<file path="src/dram_bank_pkg.sv">
// Constants, command and bank-state types for the bank state tracker.
// Assumes a single 40 MHz core clock; times are turned into whole cycles here.
package dram_bank_pkg;

    localparam int NUM_BANKS = 8;
    localparam int BANK_W = 3;
    localparam int TMR_W = 8;
    localparam int CLK_PERIOD_NS = 25;

    // Timing figures in ns (plain defaults)
    localparam int T_RP_NS = 18;
    localparam int T_RCD_NS = 18;
    localparam int T_RFCPB_NS = 90;
    localparam int T_RFCAB_NS = 210;
    localparam int T_MRR_NS = 100;
    localparam int T_MRW_NS = 250;
    localparam int T_XP_NS = 8;
    localparam int T_RST_NS = 1000;

    // Least times, rounded up to whole cycles
    localparam int T_RP_CYC = (T_RP_NS + CLK_PERIOD_NS - 1) / CLK_PERIOD_NS;
    localparam int T_RCD_CYC = (T_RCD_NS + CLK_PERIOD_NS - 1) / CLK_PERIOD_NS;
    localparam int T_RFCPB_CYC = (T_RFCPB_NS + CLK_PERIOD_NS - 1) / CLK_PERIOD_NS;
    localparam int T_RFCAB_CYC = (T_RFCAB_NS + CLK_PERIOD_NS - 1) / CLK_PERIOD_NS;
    localparam int T_MRR_CYC = (T_MRR_NS + CLK_PERIOD_NS - 1) / CLK_PERIOD_NS;
    localparam int T_MRW_CYC = (T_MRW_NS + CLK_PERIOD_NS - 1) / CLK_PERIOD_NS;
    localparam int T_XP_CYC = (T_XP_NS + CLK_PERIOD_NS - 1) / CLK_PERIOD_NS;
    localparam int T_RST_CYC = (T_RST_NS + CLK_PERIOD_NS - 1) / CLK_PERIOD_NS;
    localparam int BURST_CYC = 4;
    localparam int AP_CYC = BURST_CYC + T_RP_CYC;

    typedef logic [TMR_W-1:0] tmr_t;

    typedef enum logic [3:0] {
        CMD_NOP, CMD_ACT, CMD_RD, CMD_WR, CMD_PRE,
        CMD_REF_PB, CMD_REF_AB, CMD_MRR, CMD_MRW
    } cmd_op_e;

    typedef enum logic [4:0] {
        ST_POWER_ON, ST_RESETTING, ST_IDLE, ST_ACTIVATING, ST_ACTIVE,
        ST_READING, ST_WRITING, ST_RD_AP, ST_WR_AP, ST_PRECHARGING,
        ST_PRE_ALL, ST_REF_PB, ST_REF_AB, ST_MRR_IDLE, ST_MRR_ACTIVE,
        ST_MRR_RESET, ST_MR_WRITING
    } bank_state_e;

    typedef struct packed {
        cmd_op_e op;
        logic [BANK_W-1:0] bank;
        logic auto_precharge;
        logic all_banks_select;
        logic mrw_reset;
    } cmd_s;

    typedef struct packed {
        logic all_banks_idle;
        logic cmd_taken;
        logic cmd_illegal;
    } status_s;

    // Timer load for a state lasting cyc cycles
    function automatic tmr_t cyc_to_tmr(input int cyc);
        return tmr_t'(cyc - 1);
    endfunction : cyc_to_tmr

endpackage : dram_bank_pkg

</file>
<file path="src/bank_timer.sv">
// Per-bank countdown timer; done is high once the loaded count has run out.
// Assumes load is a one-cycle strobe from the bank state logic.
`timescale 1ns/1ps
module bank_timer
    import dram_bank_pkg::*;
(
    input wire logic core_clk,
    input wire logic rst,
    input wire logic load,
    input wire tmr_t load_val,
    output logic done
);

    tmr_t cnt_q;
    tmr_t cnt_d;

    always_comb begin
        cnt_d = cnt_q;
        if (load) begin
            cnt_d = load_val;
        end else if (cnt_q != '0) begin
            cnt_d = cnt_q - tmr_t'(1);
        end
    end

    always_ff @(posedge core_clk or posedge rst) begin
        if (rst) begin
            cnt_q <= '0;
        end else begin
            cnt_q <= cnt_d;
        end
    end

    assign done = (cnt_q == '0);

endmodule : bank_timer

</file>
<file path="src/dram_bank_state_tracker.sv">
// Bank state tracking and command legality for a low-power DDR device.
// Assumes commands arrive already decoded, synchronous to core_clk.
//
// Overview of operation
// - Commands count only with clock enable high on two edges and exit time met.
// - A bank is idle after precharge and full tRP, or when refresh, register read from idle, register write, or reset ends.
// - A bank is active once its row opened and tRCD passed, no burst running.
// - Reading and writing states mean burst without auto precharge; row stays open.
// - Precharge starts precharging; bank idle after tRP.
// - Activate starts row activating; bank active after tRCD.
// - Read or write with auto precharge keeps bank busy until tRP ends, then idle.
// - Per-bank refresh idles after tRFCpb; all-bank refresh idles all after tRFCab.
// - Register read lasts tMRR then returns to idle, active or resetting.
// - Register write lasts tMRW then the bank is idle.
// - Precharge-all holds banks for tRP, then all idle.
// - Device reset is carried by the register write command.
// - Precharge to an idle bank still occupies it for tRP.
// - Other banks take activate, read, write, precharge into matching states.
// - Register read while resetting enters the resetting register-read state.
// - All-banks select during precharge precharges every bank, bank field ignored.
`timescale 1ns/1ps
module dram_bank_state_tracker
    import dram_bank_pkg::*;
(
    input wire logic core_clk,
    input wire logic rst,
    input wire logic cke,
    input wire cmd_s cmd,
    output bank_state_e bank_state [NUM_BANKS],
    output status_s status
);

    logic cke_q;
    logic cke_d;
    tmr_t xp_cnt_q;
    tmr_t xp_cnt_d;
    logic cmd_ok;
    bank_state_e st_q [NUM_BANKS];
    bank_state_e st_d [NUM_BANKS];
    status_s status_q;
    status_s status_d;
    logic [NUM_BANKS-1:0] tmr_load_en;
    logic [NUM_BANKS-1:0] tmr_done;
    tmr_t tmr_val [NUM_BANKS];
    logic all_idle;
    logic all_power_on;
    logic burst_any;
    logic excl_any;
    logic pre_all_ok;
    logic mrr_ok;
    logic legal;
    logic take;
    logic [BANK_W-1:0] sel;

    // Bank may take a precharge: idle, active, or open row with burst done
    function automatic logic pre_ok(input bank_state_e s, input logic done);
        return (s == ST_IDLE) || (s == ST_ACTIVE)
            || (((s == ST_READING) || (s == ST_WRITING)) && done);
    endfunction : pre_ok

    // Clock enable history and exit-time gate
    always_comb begin
        cke_d = cke;
        xp_cnt_d = xp_cnt_q;
        if (!cke) begin
            xp_cnt_d = tmr_t'(T_XP_CYC);
        end else if (xp_cnt_q != '0) begin
            xp_cnt_d = xp_cnt_q - tmr_t'(1);
        end
        cmd_ok = cke && cke_q && (xp_cnt_q == '0);
    end

    // Per-bank countdowns
    for (genvar b = 0; b < NUM_BANKS; b++) begin : g_bank
        bank_timer u_timer (
            .core_clk(core_clk),
            .rst(rst),
            .load(tmr_load_en[b]),
            .load_val(tmr_val[b]),
            .done(tmr_done[b])
        );
    end

    // Device-wide summary and legality check
    always_comb begin
        all_idle = 1'b1;
        all_power_on = 1'b1;
        burst_any = 1'b0;
        excl_any = 1'b0;
        pre_all_ok = 1'b1;
        mrr_ok = 1'b1;
        for (int b = 0; b < NUM_BANKS; b++) begin
            if (st_q[b] != ST_IDLE) begin
                all_idle = 1'b0;
            end
            if (st_q[b] != ST_POWER_ON) begin
                all_power_on = 1'b0;
            end
            if (!pre_ok(st_q[b], tmr_done[b])) begin
                pre_all_ok = 1'b0;
            end
            if (!(st_q[b] inside {ST_IDLE, ST_ACTIVE, ST_RESETTING, ST_ACTIVATING,
                                  ST_PRECHARGING})) begin
                mrr_ok = 1'b0;
            end
            case (st_q[b])
                ST_READING, ST_WRITING: begin
                    if (!tmr_done[b]) begin
                        burst_any = 1'b1;
                    end
                end
                ST_RD_AP, ST_WR_AP: begin
                    burst_any = 1'b1;
                end
                ST_REF_PB, ST_REF_AB, ST_MRR_IDLE, ST_MRR_ACTIVE, ST_MRR_RESET,
                ST_MR_WRITING, ST_PRE_ALL: begin
                    excl_any = 1'b1;
                end
                default: begin
                end
            endcase
        end
        sel = cmd.bank;
        case (cmd.op)
            CMD_ACT: begin
                legal = (st_q[sel] == ST_IDLE);
            end
            CMD_RD, CMD_WR: begin
                legal = (st_q[sel] inside {ST_ACTIVE, ST_READING, ST_WRITING})
                    && tmr_done[sel];
            end
            CMD_PRE: begin
                legal = cmd.all_banks_select ? pre_all_ok
                    : pre_ok(st_q[sel], tmr_done[sel]);
            end
            CMD_REF_PB: begin
                legal = (st_q[sel] == ST_IDLE) && !burst_any;
            end
            CMD_REF_AB: begin
                legal = all_idle;
            end
            CMD_MRW: begin
                legal = all_idle || (cmd.mrw_reset && all_power_on);
            end
            CMD_MRR: begin
                legal = mrr_ok && !burst_any;
            end
            default: begin
                legal = 1'b0;
            end
        endcase
        if (excl_any) begin
            legal = 1'b0;
        end
        take = cmd_ok && legal && (cmd.op != CMD_NOP);
    end

    // Bank state next values
    always_comb begin
        for (int b = 0; b < NUM_BANKS; b++) begin
            st_d[b] = st_q[b];
            tmr_load_en[b] = 1'b0;
            tmr_val[b] = '0;
            if (tmr_done[b]) begin
                case (st_q[b])
                    ST_ACTIVATING: st_d[b] = ST_ACTIVE;
                    ST_MRR_ACTIVE: st_d[b] = ST_ACTIVE;
                    ST_MRR_IDLE: st_d[b] = ST_IDLE;
                    ST_PRECHARGING: st_d[b] = ST_IDLE;
                    ST_PRE_ALL: st_d[b] = ST_IDLE;
                    ST_RD_AP, ST_WR_AP: st_d[b] = ST_IDLE;
                    ST_REF_PB, ST_REF_AB: st_d[b] = ST_IDLE;
                    ST_MR_WRITING: st_d[b] = ST_IDLE;
                    ST_RESETTING: st_d[b] = ST_IDLE;
                    ST_MRR_RESET: begin
                        st_d[b] = ST_RESETTING;
                        tmr_load_en[b] = 1'b1;
                        tmr_val[b] = cyc_to_tmr(T_RST_CYC);
                    end
                    default: begin
                    end
                endcase
            end
            if (take) begin
                case (cmd.op)
                    CMD_ACT: begin
                        if (BANK_W'(b) == sel) begin
                            st_d[b] = ST_ACTIVATING;
                            tmr_load_en[b] = 1'b1;
                            tmr_val[b] = cyc_to_tmr(T_RCD_CYC);
                        end
                    end
                    CMD_RD, CMD_WR: begin
                        if (BANK_W'(b) == sel) begin
                            tmr_load_en[b] = 1'b1;
                            if (cmd.auto_precharge) begin
                                st_d[b] = (cmd.op == CMD_RD) ? ST_RD_AP : ST_WR_AP;
                                tmr_val[b] = cyc_to_tmr(AP_CYC);
                            end else begin
                                st_d[b] = (cmd.op == CMD_RD) ? ST_READING : ST_WRITING;
                                tmr_val[b] = cyc_to_tmr(BURST_CYC);
                            end
                        end
                    end
                    CMD_PRE: begin
                        if (cmd.all_banks_select) begin
                            st_d[b] = ST_PRE_ALL;
                            tmr_load_en[b] = 1'b1;
                            tmr_val[b] = cyc_to_tmr(T_RP_CYC);
                        end else if (BANK_W'(b) == sel) begin
                            st_d[b] = ST_PRECHARGING;
                            tmr_load_en[b] = 1'b1;
                            tmr_val[b] = cyc_to_tmr(T_RP_CYC);
                        end
                    end
                    CMD_REF_PB: begin
                        if (BANK_W'(b) == sel) begin
                            st_d[b] = ST_REF_PB;
                            tmr_load_en[b] = 1'b1;
                            tmr_val[b] = cyc_to_tmr(T_RFCPB_CYC);
                        end
                    end
                    CMD_REF_AB: begin
                        st_d[b] = ST_REF_AB;
                        tmr_load_en[b] = 1'b1;
                        tmr_val[b] = cyc_to_tmr(T_RFCAB_CYC);
                    end
                    CMD_MRW: begin
                        tmr_load_en[b] = 1'b1;
                        if (cmd.mrw_reset) begin
                            st_d[b] = ST_RESETTING;
                            tmr_val[b] = cyc_to_tmr(T_RST_CYC);
                        end else begin
                            st_d[b] = ST_MR_WRITING;
                            tmr_val[b] = cyc_to_tmr(T_MRW_CYC);
                        end
                    end
                    CMD_MRR: begin
                        // Activating and precharging banks keep their own countdown
                        case (st_q[b])
                            ST_IDLE: st_d[b] = ST_MRR_IDLE;
                            ST_ACTIVE: st_d[b] = ST_MRR_ACTIVE;
                            ST_RESETTING: st_d[b] = ST_MRR_RESET;
                            default: begin
                            end
                        endcase
                        if (st_q[b] inside {ST_IDLE, ST_ACTIVE, ST_RESETTING}) begin
                            tmr_load_en[b] = 1'b1;
                            tmr_val[b] = cyc_to_tmr(T_MRR_CYC);
                        end
                    end
                    default: begin
                    end
                endcase
            end
        end
        status_d.all_banks_idle = 1'b1;
        for (int b = 0; b < NUM_BANKS; b++) begin
            if (st_d[b] != ST_IDLE) begin
                status_d.all_banks_idle = 1'b0;
            end
        end
        status_d.cmd_taken = take;
        status_d.cmd_illegal = cmd_ok && !legal && (cmd.op != CMD_NOP);
    end

    always_ff @(posedge core_clk or posedge rst) begin
        if (rst) begin
            cke_q <= 1'b0;
            xp_cnt_q <= '0;
            status_q <= '0;
            for (int b = 0; b < NUM_BANKS; b++) begin
                st_q[b] <= ST_POWER_ON;
            end
        end else begin
            cke_q <= cke_d;
            xp_cnt_q <= xp_cnt_d;
            status_q <= status_d;
            for (int b = 0; b < NUM_BANKS; b++) begin
                st_q[b] <= st_d[b];
            end
        end
    end

    assign bank_state = st_q;
    assign status = status_q;

    // Checks
    localparam int RP_D = T_RP_CYC;
    localparam int RCD_D = T_RCD_CYC;
    localparam int AP_D = AP_CYC;
    localparam int BURST_D = BURST_CYC;
    localparam int RFCAB_D = T_RFCAB_CYC;
    localparam int MRW_D = T_MRW_CYC;
    localparam int MRR_D = T_MRR_CYC;
endmodule : dram_bank_state_tracker

</file>
<file path="config.mk">
export PLATFORM = sky130hd
export DESIGN_NAME = dram_bank_state_tracker
export DESIGN_NICKNAME = d
export VERILOG_FILES = /design/src/dram_bank_pkg.sv /design/src/bank_timer.sv /design/src/dram_bank_state_tracker.sv
export SDC_FILE = /design/constraint.sdc
export NUM_CORES = 1
export LEC_CHECK = 0
export BUFFER_PORTS_ARGS = -buffer_cell sky130_fd_sc_hd__buf_2
export CAP_MARGIN = 20
export CORE_MARGIN = 4
export CORE_UTILIZATION = 38
export DETAILED_ROUTE_END_ITERATION = 16
export PLACE_DENSITY = 0.6
export SLEW_MARGIN = 20
export SYNTH_ARGS = -nofsm -noshare
export SYNTH_HDL_FRONTEND = slang
export SYNTH_SLANG_ARGS = --single-unit
</file>
<file path="constraint.sdc">
create_clock -name core_clk -period 7.7 [get_ports core_clk]
set_input_delay 1.54 -clock core_clk [delete_from_list [all_inputs] [get_ports core_clk]]
set_output_delay 1.54 -clock core_clk [all_outputs]
set_load 0.005 [all_outputs]
</file>
After elaboration in Yosys (flattened, before gate mapping) --
Index checks and enable logic that the tools add are counted.
Storage, ports and cells: word-level logic and storage cells 646, input bits 13, register bits after elaboration 116, latch bits 0, memories 0, bits in writable memories 0, memory bits (read-only) 0
Operators by class: multipliers 0, bitwise gates (word level) 1, divide/modulo/power cells 0, eq/ne operators 164, shift-type cells 0, reduce and logical (&&, ||, !) cells 145, muxes and demuxes 304, add/subtract/negate cells 9, order comparisons 2
Operator list (count):
- $mux W8 | 66
- $pmux W8 S7 | 8
- $eq A5 B4 Y1 const B | 64
- $mux W5 | 59
- $pmux W5 S7 | 8
- $pmux W5 S3 | 16
- $eq A5 B3 Y1 const B | 35
- $mux W1 | 107
- $mux W6 | 17
- $eq A5 B2 Y1 const B | 17
- $ne A5 B2 Y1 const B | 16
- $reduce_bool A5 Y1 | 16
- $logic_not A8 Y1 | 9
- $reduce_bool A8 Y1 | 9
- $reduce_or A9 Y1 | 8
- $sub A8 B1 Y8 const B | 9
- $reduce_or A7 Y1 | 8
- $reduce_or A2 Y1 | 26
- $eq A5 B1 Y1 const B | 8
- $eq A5 B5 Y1 const B | 8
- $pmux W1 S4 | 8
- $logic_or A1 B1 Y1 | 28
- $reduce_bool A3 Y1 | 9
- $logic_and A1 B1 Y1 | 19
- other kinds (23) | 47

Depth between registers and ports, before layout --
depth after elaboration 33, depth in mapped cells 17, depth with buffers taken out 15

Hierarchy --
Synthesis repeated with hierarchy kept, for this count alone.
Unflattened totals: cell total of the unflattened synthesis 1591, area total of the unflattened synthesis 11563.6 µm²
Modules (own cells, without submodules):
- dram_bank_state_tracker | sequential area each 1301.2 µm², area each 7589.8 µm², times used 1, cells each 1143
- bank_timer | sequential area each 200.2 µm², area each 496.7 µm², times used 8, cells each 56

Least setup slack after synthesis --
No wires, ideal clock.
path type input to register, from in cmd[7] in the netlist's numbering, to reg status_q (netlist bit status[2]), library setup time 0.067 ns, path slack 3.023 ns, data arrival time 4.611 ns, stages 12, buffers on the path 1, path through clkbuf_1 > or3b_2 > nor2_1 > o22ai_1 > nor4_1 > o2111a_1 > a211oi_1 > a21o_1 > or4_1 > a221o_1 > nor4_1 > and3_1
RTL lines:
- from (decl) | line dram_bank_state_tracker.sv:28 | input wire cmd_s cmd,
- to (signal assigned) | line dram_bank_state_tracker.sv:278 | status_q <= status_d;
- to (decl) | line dram_bank_state_tracker.sv:40 | status_s status_q;

==> out/qor.csv <==
metric,value,unit
CTS resizes,0,
vias in the first global route,11200,
CTS hold repair buffers,0,
row count,61,
peak supply drop,0.132,mV
endpoints failing setup,0,
Power Density,230,mW/mm2
Post-synth EDFFs,0,
global-route wire length before repair,75.1,mm
most frequent cells in the layout,"198 x nand2_1, 159 x nor2_1, 128 x a21oi_1",
filler cell count,2951,
cell taking the most area after synthesis,dfrtp_1,
clock skew,0.0131,ns
iteration count of the initial detailed-routing pass,5,
Max-cap violations,0,
vias per cell,6.60,
Post-Syn Instances,1495,
R2R setup slack,2.27,ns
Post-synth top flop,dfrtp_1,
WL per Instance,27.2,um
fin crit period,5.74,ns
flip-flop and latch count after synthesis,116,
root buffer cell,clkbuf_16,
syn_nets,1522,
Post-CTS Setup Inserts,0,
GRT Overall Usage,32.5,%
area share of the largest cell type after synthesis,27.1,%
antenna cell count,0,
Yosys warning total,0,
total grt overflow,0,
post-route ant nets,0,
Final Hold Violating Endpoints,0,
die extent in x,176,um
asr flop ratio synth,100,%
Placeable Area,0.0278,mm2
Area growth syn-to-layout,11.3,%
Hold Path Class,reg -> reg,
run status,"finished, final reports clean",
setup TNS,0,ns
clock tree from TritonCTS,built,
"Clk Latency, worst-skew pair",0.44,ns
PortBufs,55,
layout cells sized above 1,10.1,%
"Power, Total",2.74,mW
Max clock buf depth,2,
syn avg cell area,7.17,um2
Mapped Area,0.0107,mm2
Max-slew headroom,15.3,%
Die Y-Extent,176,um
placer congestion estimate,1.07,
antenna violations before repair,0,
Die Footprint,0.0310,mm2
CTS Sinks,116,
"commonest non-fill, non-tap cell in the layout",nand2_1,
"Reg clk slew, reported paths",0.07,ns
H-tree lvl count,4,
Remaining DRCs,0,
RSZ-0062 raised after global routing,false,
Achievable Freq,174,MHz
CP Max Fanout,16,
Crit path arrival time,6.11,ns
post-synthesis cell type count,79,
pin count of the biggest net entering global routing,68,
critical path startpoint category,input pin,
io pins,56,
Starting Density,38.6,%
critical path class,in -> reg,
worst slew pin tran,1.26,ns
Routed WL,51.2,mm
Lkg Pwr,4.75,nW
TritonCTS Buffers,17,
period utilisation layout,74.6,%
sequential element share of the synthesized area,27.1,%
Area contributors post-synth,"dfrtp_1 27%, nand2_1 6.9%, a21oi_1 6.0%",
Nets,1518,
Required @ worst endpoint,8.07,ns
Iteration-0 DRC Markers,1962,
Critical Path Sink Type,register,
DP HPWL,36.7,mm
vias after detailed routing,12400,
"Slew Viols, Final",0,
-- report_power, final --
group	internal [mW]	switching, mW	total [mW]	leakage (nW)
combinational	0.374	0.476	0.850	3.11
sequential	0.788	0.224	1.01	1.36
clock	0.524	0.360	0.884	0.288
total	1.69	1.06	2.74	4.75
-- critical path, cell delays in order --
cell and delay [ns]:
buf_2 0.25, nor4b_1 0.78, o211ai_1 0.19, nor4_1 0.37, o2111ai_1 0.20, nor4b_2 0.47, o22ai_1 0.17, a21oi_1 0.26
and2_1 0.74, nor4b_1 0.48, o22ai_1 0.13, nor4_1 0.29, and3_1 0.22
-- cell type report --
type | instances | area (um2) | share of cell area (%)
multi-input combinational | 1221 | 7230 | 60.7
clock buffer | 19 | 443 | 3.71
tap | 378 | 473 | 3.97
clock inverter | 13 | 175 | 1.47
inverter | 49 | 186 | 1.56
sequential | 116 | 2900 | 24.3
timing repair buffer | 86 | 508 | 4.26
-- cell families after synthesis --
kind of cell	count (synthesis)	synth area share, %
AOI/OAI and AO/OA	465	27.8
and+or+nand+nor	666	31.0
xor gates and xnor gates	56	4.58
muxes	19	2.05
adders and majority gates	15	1.73
buffers and inverters	158	5.71
DFF	116	27.1
-- worst paths after layout --
path / start / endpoint / cells past startpoint
max in group asynchronous: rst / bank_state[37] / 3
max: cmd[8] / status[2] / 13
max reg2reg: g_bank[7].u_timer.cnt_q[0] / status[2] / 14
min in group asynchronous: rst / g_bank[6].u_timer.cnt_q[4] / 2
min reg2reg: g_bank[2].u_timer.cnt_q[1] / g_bank[2].u_timer.cnt_q[1] / 2
min: g_bank[2].u_timer.cnt_q[1] / g_bank[2].u_timer.cnt_q[1] / 2
-- state kept, by name (all words and copies together), names as in the netlist --
signal	count
g_bank.u_timer.cnt_q	64
bank_state	40
xp_cnt_q	8
status	3
cke_q	1
-- through the flow --
stage | utilization [%] | hold WS (ns) | setup slack (ns) | cell area, um2 | cells
after CTS | 42.9 | 0.529 | 2.25 | 11900 | 1882
after floorplan | - | 0.473 | 3.02 | 10700 | 1495
final | 42.9 | 0.520 | 1.96 | 11900 | 1882
after global placement | 40.7 | 0.509 | 1.94 | 11300 | 1850
after detailed placement | 40.7 | 0.514 | 1.82 | 11300 | 1850
after global routing | 42.9 | 0.573 | 1.76 | 11900 | 1882
-- cell usage after synthesis (10+ instances only) --
| cell type | number |
|---|---|
| nand2_1 | 198 |
| nor2_1 | 159 |
| a21oi_1 | 128 |
| dfrtp_1 | 116 |
| o21ai_0 | 111 |
| clkbuf_1 | 85 |
| nor3_1 | 76 |
| inv_1 | 46 |
| nand3_1 | 31 |
| xnor2_1 | 31 |
| a211oi_1 | 28 |
| xor2_1 | 25 |
| or3_1 | 24 |
| o22ai_1 | 22 |
| a31oi_1 | 21 |
| and2_1 | 19 |
| nor2b_1 | 19 |
| nor4_1 | 19 |
| nor4b_1 | 19 |
| and3_1 | 18 |
| o211ai_1 | 15 |
| buf_1 | 14 |
| ha_1 | 14 |
| mux2i_1 | 13 |
| nor3b_1 | 13 |
| a21o_1 | 12 |
| a221oi_1 | 12 |
| nand4_1 | 12 |
| nand2b_1 | 10 |
| o31ai_1 | 10 |
-- layer usage --
layer / vias to the layer above / part of all wire [%] / routed length [um] / GRT usage (%)
met3: 185 / 10 / 5190 / 6.23
met2: 809 / 41 / 20800 / 46.2
li1: 5488 / - / - / -
met1: 5945 / 43 / 21800 / 46.8
met4: 0 / 6.6 / 3400 / 16.5
met5: - / 0 / 0 / 0
(Power assumes the default switching activity.)
